$ cat config.mk
export PLATFORM = sky130hd
export DESIGN_NAME = sor_top
export DESIGN_NICKNAME = d
export VERILOG_FILES = /design/src/core/sor_rise_det.v /design/src/core/sor_top.v
export VERILOG_INCLUDE_DIRS = /design/src /design/src/core
export SDC_FILE = /design/constraint.sdc
export NUM_CORES = 1
export LEC_CHECK = 0
export BUFFER_PORTS_ARGS = -buffer_cell sky130_fd_sc_hd__buf_2
export CORE_MARGIN = 10
export CORE_UTILIZATION = 51
export DETAILED_ROUTE_END_ITERATION = 7
export PLACE_DENSITY = 0.73
export SYNTH_ARGS = -nofsm -noshare
export SYNTH_HDL_FRONTEND = slang
export SYNTH_SLANG_ARGS = --single-unit
export TNS_END_PERCENT = 30
$ cat constraint.sdc
create_clock -name clk -period 2.6 [get_ports clk]
set_input_delay 0 -clock clk [delete_from_list [all_inputs] [get_ports clk]]
set_output_delay 0 -clock clk [all_outputs]
set_load 0.005 [all_outputs]
$ cat src/core/sor_defines.vh
/*
 * shared constants of the signal routing option bank: register
 * offsets, field positions, reset values and trigger source codes.
 * assumes an 8-bit register port with byte-wide data.
 */
`ifndef SOR_DEFINES_VH
`define SOR_DEFINES_VH

// register offsets
`define SOR_OFS_ROUTE 8'h05
`define SOR_OFS_CLKDLY 8'h06
`define SOR_OFS_DLYMOD 8'h07

// signal_routing_options fields
`define SOR_TXMOD_BIT 7
`define SOR_SYNC_BIT 6
`define SOR_RXFLT_BIT 5
`define SOR_RXCAP_BIT 4
`define SOR_CMPCAP_BIT 3
`define SOR_RTCCAP_BIT 2
`define SOR_ADCSRC_HI 1
`define SOR_ADCSRC_LO 0

// clock_output_and_delay_status fields
`define SOR_TRIGGER_DELAY_ACTIVE_BIT 7
`define SOR_REF_CLOCK_OUT_ENABLE_BIT 3
`define SOR_BUSDIV_HI 2
`define SOR_BUSDIV_LO 0

// reset values
`define SOR_ROUTE_RST 8'h00
`define SOR_CLKDLY_RST 4'h0
`define SOR_DLYMOD_RST 8'h00

// converter trigger source codes
`define SOR_ADC_RTC 2'h0
`define SOR_ADC_MTIM 2'h1
`define SOR_ADC_INIT 2'h2
`define SOR_ADC_MATCH 2'h3

// answer for an unmapped read
`define SOR_RD_NONE 8'h00

`endif

$ cat src/core/sor_rise_det.v
/*
 * rising edge detector: one-cycle pulse for each low-to-high step.
 * assumes the input is already on clk.
 */
`timescale 1ns/1ps
`default_nettype none

module sor_rise_det (
    input wire clk, // system clock
    input wire rstn, // async reset, active low
    input wire level_in, // level to watch
    output wire rise_pulse // high in the same cycle a rise is seen, not registered
);

reg prev_reg;

always @(posedge clk or negedge rstn) begin
    if (!rstn) begin
        prev_reg <= 1'b0;
    end else begin
        prev_reg <= level_in;
    end
end

// a source already high at reset release does not count as an edge
reg armed_reg;

always @(posedge clk or negedge rstn) begin
    if (!rstn) begin
        armed_reg <= 1'b0;
    end else begin
        armed_reg <= 1'b1;
    end
end

assign rise_pulse = armed_reg & level_in & ~prev_reg;

endmodule // sor_rise_det

`default_nettype wire

$ cat src/core/sor_top.v
/*
 * signal routing option bank: two option registers plus a delay
 * modulo register that steer timer, serial, comparator and converter
 * trigger signals, and drive a clock out on one pin.
 * assumes peripherals on clk, serial_rx_line from a pin.
 */
`timescale 1ns/1ps
`default_nettype none
`include "sor_defines.vh"

module sor_top #(
    parameter ADDR_W = 8, // register address width
    parameter DIV_W = 7 // prescaler width, 2**7 = 128
) (
    input wire clk, // 125 MHz bus clock
    input wire rstn, // async reset, active low
    input wire [ADDR_W-1:0] reg_addr, // register offset
    input wire [7:0] reg_wdata, // write data
    input wire reg_wr, // write strobe
    input wire reg_rd, // read strobe
    output reg [7:0] reg_rdata, // read data, cycle after strobe
    input wire serial_tx_line, // transmit from serial port zero
    input wire flex_timer_zero_ch0_out, // timer zero channel 0 output
    output reg serial_tx_pin, // transmit toward the pin
    input wire serial_rx_line, // receive pin, asynchronous
    input wire cmp_filtered_rx, // receive line after comparator
    output reg serial_port_zero_rx_in, // receive into serial port zero
    output reg flex_timer_zero_ch1_in, // timer zero channel 1 input
    input wire cmp_out, // analog comparator output
    input wire rtc_overflow, // real time counter overflow
    output reg flex_timer_one_ch0_in, // timer one channel 0 input
    output reg flex_timer_one_ch1_in, // timer one channel 1 input
    output reg flex_timer_two_sync_trig, // pwm sync trigger, one cycle
    input wire modulo_timer_zero_overflow, // modulo timer zero overflow
    input wire flex_timer_two_init_trig, // timer two init trigger
    input wire flex_timer_two_match_trig, // timer two match trigger
    output reg adc_hw_trig, // converter trigger, one cycle
    input wire internal_ref_clock_out, // reference clock level
    output reg port_h_pin_two // clock output pin
);

// register state
reg tx_modulation_select_reg;
reg rx_comparator_filter_sel_reg;
reg rx_capture_route_sel_reg;
reg comparator_to_capture_sel_reg;
reg rtc_overflow_capture_sel_reg;
reg [1:0] adc_trigger_source_sel_reg;
reg ref_clock_out_enable_reg;
reg [2:0] bus_clock_out_divider_reg;
reg [7:0] delay_modulo_reg;

// decode
wire hit_route;
wire hit_clkdly;
wire hit_dlymod;

assign hit_route = (reg_addr == `SOR_OFS_ROUTE);
assign hit_clkdly = (reg_addr == `SOR_OFS_CLKDLY);
assign hit_dlymod = (reg_addr == `SOR_OFS_DLYMOD);

wire wr_route;
wire wr_clkdly;
wire wr_dlymod;

assign wr_route = reg_wr & hit_route;
assign wr_clkdly = reg_wr & hit_clkdly;
assign wr_dlymod = reg_wr & hit_dlymod;

// first option register, open to access at any time
always @(posedge clk or negedge rstn) begin
    if (!rstn) begin
        tx_modulation_select_reg <= 1'b0;
        rx_comparator_filter_sel_reg <= 1'b0;
        rx_capture_route_sel_reg <= 1'b0;
        comparator_to_capture_sel_reg <= 1'b0;
        rtc_overflow_capture_sel_reg <= 1'b0;
        adc_trigger_source_sel_reg <= 2'h0;
    end else if (wr_route) begin
        tx_modulation_select_reg <= reg_wdata[`SOR_TXMOD_BIT];
        rx_comparator_filter_sel_reg <= reg_wdata[`SOR_RXFLT_BIT];
        rx_capture_route_sel_reg <= reg_wdata[`SOR_RXCAP_BIT];
        comparator_to_capture_sel_reg <= reg_wdata[`SOR_CMPCAP_BIT];
        rtc_overflow_capture_sel_reg <= reg_wdata[`SOR_RTCCAP_BIT];
        adc_trigger_source_sel_reg <= reg_wdata[`SOR_ADCSRC_HI:`SOR_ADCSRC_LO];
    end
end

// second option register, no sequencing restriction
always @(posedge clk or negedge rstn) begin
    if (!rstn) begin
        ref_clock_out_enable_reg <= 1'b0;
        bus_clock_out_divider_reg <= 3'h0;
    end else if (wr_clkdly) begin
        ref_clock_out_enable_reg <= reg_wdata[`SOR_REF_CLOCK_OUT_ENABLE_BIT];
        bus_clock_out_divider_reg <= reg_wdata[`SOR_BUSDIV_HI:`SOR_BUSDIV_LO];
    end
end

always @(posedge clk or negedge rstn) begin
    if (!rstn) begin
        delay_modulo_reg <= `SOR_DLYMOD_RST;
    end else if (wr_dlymod) begin
        delay_modulo_reg <= reg_wdata;
    end
end

// sync strobe: a write of 1 pulses once, the bit keeps no state
always @(posedge clk or negedge rstn) begin
    if (!rstn) begin
        flex_timer_two_sync_trig <= 1'b0;
    end else begin
        flex_timer_two_sync_trig <= wr_route & reg_wdata[`SOR_SYNC_BIT];
    end
end

// receive pin synchroniser; first stage feeds only the second
reg rx_s1_reg;
reg rx_s2_reg;
reg rx_s3_reg;
reg rx_clean_reg;

always @(posedge clk or negedge rstn) begin
    if (!rstn) begin
        rx_s1_reg <= 1'b1;
        rx_s2_reg <= 1'b1;
        rx_s3_reg <= 1'b1;
        rx_clean_reg <= 1'b1;
    end else begin
        rx_s1_reg <= serial_rx_line;
        rx_s2_reg <= rx_s1_reg;
        rx_s3_reg <= rx_s2_reg;
        if (rx_s2_reg == rx_s3_reg) begin
            rx_clean_reg <= rx_s3_reg;
        end
    end
end

// routing, every output registered
always @(posedge clk or negedge rstn) begin
    if (!rstn) begin
        serial_tx_pin <= 1'b1;
        serial_port_zero_rx_in <= 1'b1;
        flex_timer_zero_ch1_in <= 1'b0;
        flex_timer_one_ch0_in <= 1'b0;
        flex_timer_one_ch1_in <= 1'b0;
    end else begin
        if (tx_modulation_select_reg) begin
            serial_tx_pin <= serial_tx_line & flex_timer_zero_ch0_out;
        end else begin
            serial_tx_pin <= serial_tx_line;
        end
        if (rx_comparator_filter_sel_reg) begin
            serial_port_zero_rx_in <= cmp_filtered_rx;
        end else begin
            serial_port_zero_rx_in <= rx_clean_reg;
        end
        flex_timer_zero_ch1_in <= rx_capture_route_sel_reg & rx_clean_reg;
        flex_timer_one_ch0_in <= comparator_to_capture_sel_reg & cmp_out;
        flex_timer_one_ch1_in <= rtc_overflow_capture_sel_reg & rtc_overflow;
    end
end

// bus clock prescaler, free running
reg [DIV_W-1:0] presc_cnt_reg;
wire [DIV_W-1:0] presc_cnt_next;
wire [DIV_W-1:0] presc_mask;
wire presc_tick;

assign presc_cnt_next = presc_cnt_reg + {{(DIV_W-1){1'b0}}, 1'b1};
// code n gives mask of n ones, so tick every 2**n cycles
assign presc_mask = ~({DIV_W{1'b1}} << bus_clock_out_divider_reg);
assign presc_tick = ((presc_cnt_reg & presc_mask) == presc_mask);

always @(posedge clk or negedge rstn) begin
    if (!rstn) begin
        presc_cnt_reg <= {DIV_W{1'b0}};
    end else begin
        presc_cnt_reg <= presc_cnt_next;
    end
end

// divided clock level; code 000 toggles every cycle since a
// registered pin cannot carry the raw clock itself
reg bus_clk_div_reg;

always @(posedge clk or negedge rstn) begin
    if (!rstn) begin
        bus_clk_div_reg <= 1'b0;
    end else if (bus_clock_out_divider_reg == 3'h0) begin
        bus_clk_div_reg <= ~bus_clk_div_reg;
    end else begin
        bus_clk_div_reg <= presc_cnt_next[bus_clock_out_divider_reg - 3'h1];
    end
end

always @(posedge clk or negedge rstn) begin
    if (!rstn) begin
        port_h_pin_two <= 1'b0;
    end else if (ref_clock_out_enable_reg) begin
        port_h_pin_two <= internal_ref_clock_out;
    end else begin
        port_h_pin_two <= bus_clk_div_reg;
    end
end

// rising edges of every converter trigger source
wire rtc_rise;
wire mtim_rise;
wire init_rise;
wire match_rise;

sor_rise_det u_rtc_rise (
    .clk(clk),
    .rstn(rstn),
    .level_in(rtc_overflow),
    .rise_pulse(rtc_rise)
);

sor_rise_det u_mtim_rise (
    .clk(clk),
    .rstn(rstn),
    .level_in(modulo_timer_zero_overflow),
    .rise_pulse(mtim_rise)
);

sor_rise_det u_init_rise (
    .clk(clk),
    .rstn(rstn),
    .level_in(flex_timer_two_init_trig),
    .rise_pulse(init_rise)
);

sor_rise_det u_match_rise (
    .clk(clk),
    .rstn(rstn),
    .level_in(flex_timer_two_match_trig),
    .rise_pulse(match_rise)
);

// delayed-trigger start from the selected timer two edge
reg dly_start;

always @* begin
    case (adc_trigger_source_sel_reg)
        `SOR_ADC_INIT: dly_start = init_rise;
        `SOR_ADC_MATCH: dly_start = match_rise;
        default: dly_start = 1'b0;
    endcase
end

// one-shot delay counter; a fresh edge while counting restarts it
reg dly_active_reg;
reg [7:0] dly_cnt_reg;
reg dly_done;

always @* begin
    dly_done = dly_active_reg & presc_tick & (dly_cnt_reg == delay_modulo_reg);
end

always @(posedge clk or negedge rstn) begin
    if (!rstn) begin
        dly_active_reg <= 1'b0;
        dly_cnt_reg <= 8'h00;
    end else if (dly_start) begin
        dly_active_reg <= 1'b1;
        dly_cnt_reg <= 8'h00;
    end else if (dly_done) begin
        dly_active_reg <= 1'b0;
    end else if (dly_active_reg && presc_tick) begin
        dly_cnt_reg <= dly_cnt_reg + 8'h01;
    end
end

// converter trigger selection
reg adc_trig_next;

always @* begin
    case (adc_trigger_source_sel_reg)
        `SOR_ADC_RTC: adc_trig_next = rtc_rise;
        `SOR_ADC_MTIM: adc_trig_next = mtim_rise;
        default: adc_trig_next = dly_done;
    endcase
end

always @(posedge clk or negedge rstn) begin
    if (!rstn) begin
        adc_hw_trig <= 1'b0;
    end else begin
        adc_hw_trig <= adc_trig_next;
    end
end

// read path; sync strobe bit always reads back 0
reg [7:0] rd_next;

always @* begin
    if (hit_route) begin
        rd_next = {tx_modulation_select_reg, 1'b0,
            rx_comparator_filter_sel_reg, rx_capture_route_sel_reg,
            comparator_to_capture_sel_reg, rtc_overflow_capture_sel_reg,
            adc_trigger_source_sel_reg};
    end else if (hit_clkdly) begin
        rd_next = {dly_active_reg, 3'h0,
            ref_clock_out_enable_reg, bus_clock_out_divider_reg};
    end else if (hit_dlymod) begin
        rd_next = delay_modulo_reg;
    end else begin
        rd_next = `SOR_RD_NONE;
    end
end

always @(posedge clk or negedge rstn) begin
    if (!rstn) begin
        reg_rdata <= 8'h00;
    end else if (reg_rd) begin
        reg_rdata <= rd_next;
    end else begin
        reg_rdata <= 8'h00;
    end
end

endmodule // sor_top

`default_nettype wire

# Word-level counts from Yosys, hierarchy flattened
# Index checks and enable logic that the tools add are counted.
# classes
addsub,3
order_cmp,1
n_eq_ne,10
n_shift,1
n_mux,17
bitwise_logic,25
n_reduce_logical,6
# ops
op,count
two-way mux 8 bit,7
== test 8 x 3 -> 1 bit (second input constant),3
bitwise AND 1 bit,18
adder 8 x 1 -> 8 bit (second input constant),1
== test 8 bit,1
adder 7 x 1 -> 7 bit (second input constant),1
bitwise AND 7 bit,1
== test 7 bit,1
two-way mux 1 bit,7
inverter 7 bit,1
left shift 7 x 3 -> 7 bit (first input constant),1
inverter 1 bit,5
== test 2 bit (second input constant),2
< comparator 3 x 4 -> 1 bit (second input constant),1
one-hot mux 1 bit (2 select lines),2
nonzero test 2 bit,2
binary-select mux 1 bit (select 3 bit),1
logical NOT 3 bit,1
subtractor 3 x 1 -> 3 bit (second input constant),1
== test 2 x 1 -> 1 bit (second input constant),1
logical NOT 2 bit,1
inequality test 2 bit (second input constant),1
AND reduction 2 bit,1
== test 1 bit,1
logical AND 1 bit,1
# word_totals
reg_bits,61
input_bits,30
wordCells,94

# Depth between registers and ports, before layout
# Gate-level depths: netlist (run 1).
# logic_depth
word_depth,8
ltp_mapped,9

# Cells and area by module
# A second synthesis (run 1) with hierarchy kept.
# unflattened
hier_cells,233
area_unflattened_um2,2880.3
# modules_own_cells
mod,n_inst,cells_per_inst,area_each_um2
sor_top,1,217,2630.0
sor_rise_det,4,4,62.6

# Worst setup path before layout (run 1)
# No wires, ideal clock.
# synth_timing
path_type,register to register
from,register bus_clock_out_divider_reg[0]
to,register dly_cnt_reg[2]
t_arrival_ns,1.955
slack_ns,0.567
path_stages_with_launch,10
n_path_buf,1
path_cell_list,dfrtp_1 inv_1 ha_1 ha_1 o21ai_0 a21oi_1 nand4_2 buf_2 or4_1 a21oi_1
# synth_between
elab_chain_len,8
elab_cells_between_ends,10
# synth_lines
item,line,source
start: declaration,sor_top.v:50,reg [2:0] bus_clock_out_divider_reg;
start signal: assignment,sor_top.v:96,bus_clock_out_divider_reg <= reg_wdata[`SOR_BUSDIV_HI:`SOR_BUSDIV_LO];
left shift 7 x 3 -> 7 bit (*),sor_top.v:172,assign presc_mask = ~({DIV_W{1'b1}} << bus_clock_out_divider_reg);
inverter 7 bit (*),sor_top.v:172,
bitwise AND 7 bit,sor_top.v:173,assign presc_tick = ((presc_cnt_reg & presc_mask) == presc_mask);
== test 7 bit (*),sor_top.v:173,
bitwise AND 1 bit (2 in a row),sor_top.v:258,dly_done = dly_active_reg & presc_tick & (dly_cnt_reg == delay_modulo_reg);
inequality test 2 bit (no line),-,
AND reduction 2 bit (no line) (*),-,
end signal: assignment,sor_top.v:271,dly_cnt_reg <= dly_cnt_reg + 8'h01;
end: declaration,sor_top.v:254,reg [7:0] dly_cnt_reg;
# Mark *: on every way between the ends. The rest lies on a longest branch, timed or not.
# A chain may end at the register's enable or synchronous reset.

# Worst setup path in the final report (run 1)
# layout_timing
from,register bus_clock_out_divider_reg[0]
to,register dly_cnt_reg[4]
# The elaborated chain is that of the path after synthesis.

==> run summary, run 1 <==
Outcome - finished, final reports clean
Pins Over Slew Limit - 0
HPWL after DPL - 4330 um
Simple-gate share of the synthesized area - 0.142
Reg-to-Reg Start - bus_clock_out_divider_reg[0]
Post-synthesis mux area share - 0.121
Worst-skew pair later-pin latency - 0.34 ns
Most used DFF post-synth - dfrtp_1
Synth Register Bits - 61
Worst Path Arrival - 2.53 ns
Vias - 1993
Max VDD drop - 458 uV
Top Usage Layer GRT - met2
Largest cells by area after synthesis - dfrtp_1 50%, mux2_2 11%, dfstp_2 5.7%
Largest family of logic cells by synthesized area - simple AND/OR/NAND/NOR gates
Synth cell types - 45
Antenna cells - 0
Die W - 93.7 um
Max Root-Sink Buffers - 2
Lkg Pwr - 0.00164 uW
IO Pins - 46
CP startpoint - bus_clock_out_divider_reg[0]
Synth cell count leaders - 55 x dfrtp_1, 27 x mux2_2, 14 x nor2_1
Starting density of the core - 0.535
Largest area contributor in the netlist - dfrtp_1
Layout area overhead - 25.9%
Via density - 5.29
GR Layer Usage met2 - 0.234
Adder-cell share of the synthesized area - 0.0308
Reg2reg setup slack - 0.33 ns
Vias in the first global route - 2011
1st-pass router iterations - 4
# fillers - 382
Worst Setup EP - dly_cnt_reg[4]
Global-route met3 utilization - 0.0544
Core area - 5170 um^2
Setup TNS - 0 ns
Post-Layout Cell Count - 377
Worst min-delay path class - in2reg
# rows - 26
Clock transition at path regs - 0.07 ns
Fin crit share - 0.871
CTS Buf Count - 9
Setup bufs post-CTS - 0
Congestion Overflow GR - 0
Yosys warnings - 0
Clock H-tree levels - 3
Synth Area in XOR/XNOR - 0.0412
Critical Path Start Type - register
Worst Path Required - 2.86 ns
First-pass GRT wire length - 10300 um
Post-synth EDFFs - 0
Class of the most critical setup path - reg2reg
Synth Net Count - 264
Slew @ Worst Pin - 0.552 ns
GPL Wtd Cong - 0.845
Unrepaired setup endpoints after global routing - no
Largest net degree at the start of global routing - 39
Sequential element share of the synthesized area - 0.555
Clk_skew - 0.00887 ns
Mapped cell area - 2770 um^2
Worst setup EP type - register
Post-route DRC - 0
Die area - 8770 um^2
Placed cells - 342
Synth async-reset ratio - 1.00
Share of post-route cells with drive strength above 1 - 0.342
Final setup vio count - 0
Routed Wire Length - 6070 um
Die H - 93.7 um
Net count, final - 338
Fmax - 0.441 GHz
Complex-gate fraction of the synthesized area - 0.0832
Tmin final - 2.27 ns
Crit-path max FO - 14
Max transition margin - 0.632
Port Buffers - 45
Cells after Synth - 228
Final Hold Viols - 0
PwrDens - 683 nW/um^2
GRT Total Usage - 0.150
CTS sink count - 61
Post-route ant nets - 0
Root Driver - clkbuf_8
Layout Utilization - 0.673
Synth Area per Inst - 12.1 um^2
DRT iter0 DRCs - 79
Antenna violations before repair - 0
Yosys top cell area share - 0.498
Max_cap viols - 0
TritonCTS clock tree - done
Reg2reg end - dly_cnt_reg[4]
Routed length per instance - 16.1 um
GRT met1 Usage - 0.184
Reg2Reg Depth - 8
Most common cell in the synthesized netlist - dfrtp_1
-- area by class of cell --
| type | count | area, um^2 | area share |
|---|---|---|---|
| Multi-Input combinational cell | 150 | 1170 | 0.337 |
| Tap cell | 70 | 87.6 | 0.0252 |
| Clock inverter | 7 | 75.1 | 0.0216 |
| Inverter | 13 | 48.8 | 0.0140 |
| Clock buffer | 9 | 124 | 0.0356 |
| Sequential cell | 61 | 1530 | 0.441 |
| Timing Repair Buffer | 67 | 438 | 0.126 |
-- placed cells by master (no fill, tap or decap), drive strengths merged, types with 2 or more instances in the layout --
cell         netlist  final
a21oi              8      8
dlygate4sd3        0     19
nand2             12     12
or4                5      5
clkbuf             2      9
or3                2      2
a211oi             2      2
clkinvlp           0      3
nor3               2      2
buf                2     48
nand4              4      4
xnor2             12     12
clkinv             0      2
nand3             11     11
and2               5      5
mux2              28     28
a22oi              5      5
o21ai              8      8
dfrtp             55     55
a21o               2      2
dfstp              6      6
inv               13     14
nor2              16     16
ha                 6      6
nor2b              2      2
mux2i              2      2
o31ai              5      5
-- what timing repair did --
action,in CTS,in global routing
hold buffers,19,0
gates resized for setup,0,2
hold endpoints to repair,53,0
setup endpoints to repair,0,1
-- routing by layer --
layer,vias up,part of all wire
met5,-,0
met4,0,0.014
met3,10,0.062
met2,54,0.48
met1,967,0.44
li1,962,-
-- metrics by stage --
stage                     hold WS, ns  setup WS (ns)  cell area (um^2)  total power [uW]
after detailed placement       0.0182          0.289              3080              1540
after global routing           0.0434         0.0883              3480              2510
after global placement         0.0125          0.396              3080              1520
after CTS                     0.00764          0.235              3470              2400
final                          0.0226          0.335              3480              2380
after floorplan                -0.296          0.567              2770              1410
-- logic make-up (layout without fill, tap and decap cells) --
logic type                 after synthesis  after routing
and+or+nand+nor                         64             64
DFF                                     61             61
AOI/OAI and AO/OA                       35             35
muxes                                   30             30
buffers and inverters                   17             96
xor gates and xnor gates                13             13
adders and majority gates                7              7
other                                    1              1
-- critical path, stage by stage, from the launching register on --
cell     delay, ns
dfrtp_1       0.42
inv_1         0.13
ha_1          0.19
ha_1          0.21
o21ai_0       0.12
a21oi_2       0.20
nand4_4       0.20
or4_1         0.56
a21oi_1       0.15
-- how the worst min path moves through the flow --
stage | from | end | cells past startpoint
floorplan | rstn | adc_hw_trig | 0
global placement | rstn | dly_cnt_reg[4] | 1
detailed placement | rstn | dly_cnt_reg[4] | 1
CTS | reg_rd | reg_rdata[7] | 3
global route | reg_rd | reg_rdata[2] | 3
finish | reg_rd | reg_rdata[7] | 3
-- power breakdown --
| part | switching [uW] | internal (uW) | total (uW) |
|---|---|---|---|
| Combinational | 169 | 201 | 369 |
| Clock | 393 | 445 | 838 |
| Sequential | 115 | 1060 | 1170 |
| Total | 676 | 1700 | 2380 |
Note: power is estimated with default switching activity, not from simulation.
==> run 2: changes to the inputs <==
--- a/config.mk
+++ b/config.mk
@@ -11,6 +11,7 @@
 export CORE_UTILIZATION = 51
 export DETAILED_ROUTE_END_ITERATION = 7
 export PLACE_DENSITY = 0.73
+export REMOVE_ABC_BUFFERS = 1
 export SYNTH_ARGS = -nofsm -noshare
 export SYNTH_HDL_FRONTEND = slang
 export SYNTH_SLANG_ARGS = --single-unit
==> run summary, run 2 (synthesis results as in run 1) <==
Outcome - finished, final reports clean
Combinational cell fraction of total power - 0.165 (+0.010)
Die W - 93.7 um (unchanged)
Clock H-tree levels - 3 (unchanged)
Pins Over Slew Limit - 0 (unchanged)
Antenna cells - 0 (unchanged)
Commonest non-fill, non-tap cell in the layout - dfrtp_1
Worst Path Arrival - 2.63 ns (+0.10 ns)
Post-route ant nets - 0 (unchanged)
Fin crit share - 0.913 (+0.0420)
Die area - 8770 um^2 (unchanged)
Most frequent cells in the layout - 55 x dfrtp_1, 45 x buf_2, 27 x mux2_2
Post-CTS Resized - 0 (unchanged)
Routed length per instance - 15.6 um (-3.2%)
Starting density of the core - 0.535 (unchanged)
Final Hold Viols - 0 (unchanged)
Critical Path Start Type - register
Class of the most critical setup path - reg2reg
Antenna violations before repair - 0 (unchanged)
Die H - 93.7 um (unchanged)
Clk network pwr share - 0.318 (-0.034)
Worst-skew pair later-pin latency - 0.33 ns (about the same)
Net count, final - 338 (unchanged)
Share of post-route cells with drive strength above 1 - 0.326 (-0.0163)
Max transition margin - 0.503 (-0.130)
Worst min-delay path class - in2reg
Flop pwr share - 0.517 (+0.024)
Setup bufs post-CTS - 0 (unchanged)
Clk_skew - 0.00707 ns (-0.00180 ns)
DRT iter0 DRCs - 66 (-16%)
1st-pass router iterations - 4 (unchanged)
Port Buffers - 45 (unchanged)
Hold-fix buffers, CTS - 19 (unchanged)
Slew @ Worst Pin - 0.746 ns (+0.194 ns)
Clock transition at path regs - 0.07 ns (about the same)
Tmin final - 2.37 ns (+0.109 ns)
Largest net degree at the start of global routing - 62 (+59%)
HPWL after DPL - 4270 um (-1.3%)
IO Pins - 46 (unchanged)
Crit-path max FO - 14 (unchanged)
Max Root-Sink Buffers - 2 (unchanged)
Worst setup EP type - register
Routed Wire Length - 5880 um (-3.2%)
Placed instance area - 3080 um^2 (unchanged)
CP max stage delay - 0.60 ns (+0.04 ns)
Vias - 1952 (-2.1%)
P_sw - 626 uW (-7.5%)
Final setup vio count - 0 (unchanged)
PwrDens - 656 nW/um^2 (-4.0%)
Lkg Pwr - 0.00163 uW (-0.51%)
Vias in the first global route - 2100 (+4.4%)
TritonCTS clock tree - done
Layout area overhead - 24.1%
CP max-delay cell - or4_1
Root Driver - clkbuf_8
Design area - 3430 um^2 (-1.4%)
Worst Path Required - 2.85 ns (about the same)
Int Pwr - 1630 uW (-4.4%)
Unrepaired setup endpoints after global routing - no
Net Sw Frac - 0.278 (-0.00661)
Via density - 5.18 (-2.1%)
Post-route DRC - 0 (unchanged)
Crit path cell chain - inv_1 -> ha_1 -> ha_1 -> o21ai_0 -> a21oi_1 -> nand4_2 -> or4_1 -> a21oi_1
Setup TNS - 0 ns (unchanged)
GPL Wtd Cong - 0.857 (+1.4%)
Fmax - 0.421 GHz (-4.6%)
Congestion Overflow GR - 0 (unchanged)
GRT Total Usage - 0.142 (-0.00850)
Layout Utilization - 0.664 (-0.00943)
Power Total - 2250 uW (-5.3%)
Max_cap viols - 0 (unchanged)
Core area - 5170 um^2 (unchanged)
Max VDD drop - 352 uV (-23%)
First-pass GRT wire length - 9910 um (-3.8%)
CTS sink count - 61 (unchanged)
CTS Buf Count - 9 (unchanged)
# rows - 26 (unchanged)
-- run 2: through the flow --
stage | setup WS (ns) | hold WS [ns] | instances
floorplan | 0.564 | -0.296 | 224
global placement | 0.371 | 0.106 | 342
detailed placement | 0.245 | 0.107 | 342
CTS | 0.229 | 0.0232 | 377
global route | 0.0493 | 0.0442 | 377
finish | 0.225 | 0.0311 | 377
-- run 2: worst paths after layout --
kind / from / slack, ns / to / depth (start not counted)
setup / recovery: bus_clock_out_divider_reg[0] / 0.23 / dly_cnt_reg[5] / 8
hold / removal: reg_rd / 0.03 / reg_rdata[0] / 3
min in group asynchronous: rstn / 0.34 / comparator_to_capture_sel_reg / 3
max in group asynchronous: rstn / 1.75 / dly_cnt_reg[2] / 3
hold reg to reg: rx_s1_reg / 0.36 / rx_s2_reg / 0
setup reg to reg: bus_clock_out_divider_reg[0] / 0.23 / dly_cnt_reg[5] / 8
-- run 2: layout make-up --
class                   count  area, um^2
repair buffers             67         438
flip-flops and latches     61        1530
multi-input cells         150        1160
well taps                  70        87.6
clock inverters             2        10.0
clock buffers              14         153
inverters                  13        48.8
fillers                   417        1740
-- run 2: layer usage --
metal / up-vias / track usage / wire (um)
met5: - / 0 / 0
met4: 0 / 0.0671 / 110
met3: 9 / 0.0352 / 223
met2: 32 / 0.230 / 2940
met1: 946 / 0.173 / 2600
li1: 965 / - / -
-- run 2: power by group through the flow --
stage                     combinational [uW]  sequential (uW)  clock [uW]
after global placement                   340             1180           0
after detailed placement                 352             1180           0
final                                    371             1160         717
after global routing                     422             1190         769
after floorplan                          241             1160           0
after CTS                                376             1160         733
-- run 2: worst max-delay path: cells and delay by family (launching register included) --
kind | cells | cell delay [ns]
AO/OA/AOI/OAI | 3 | 0.42
adder cells (fa/ha/maj) | 2 | 0.41
buffers and inverters | 1 | 0.13
flip-flops | 1 | 0.41
AND/OR/NAND/NOR | 2 | 0.92
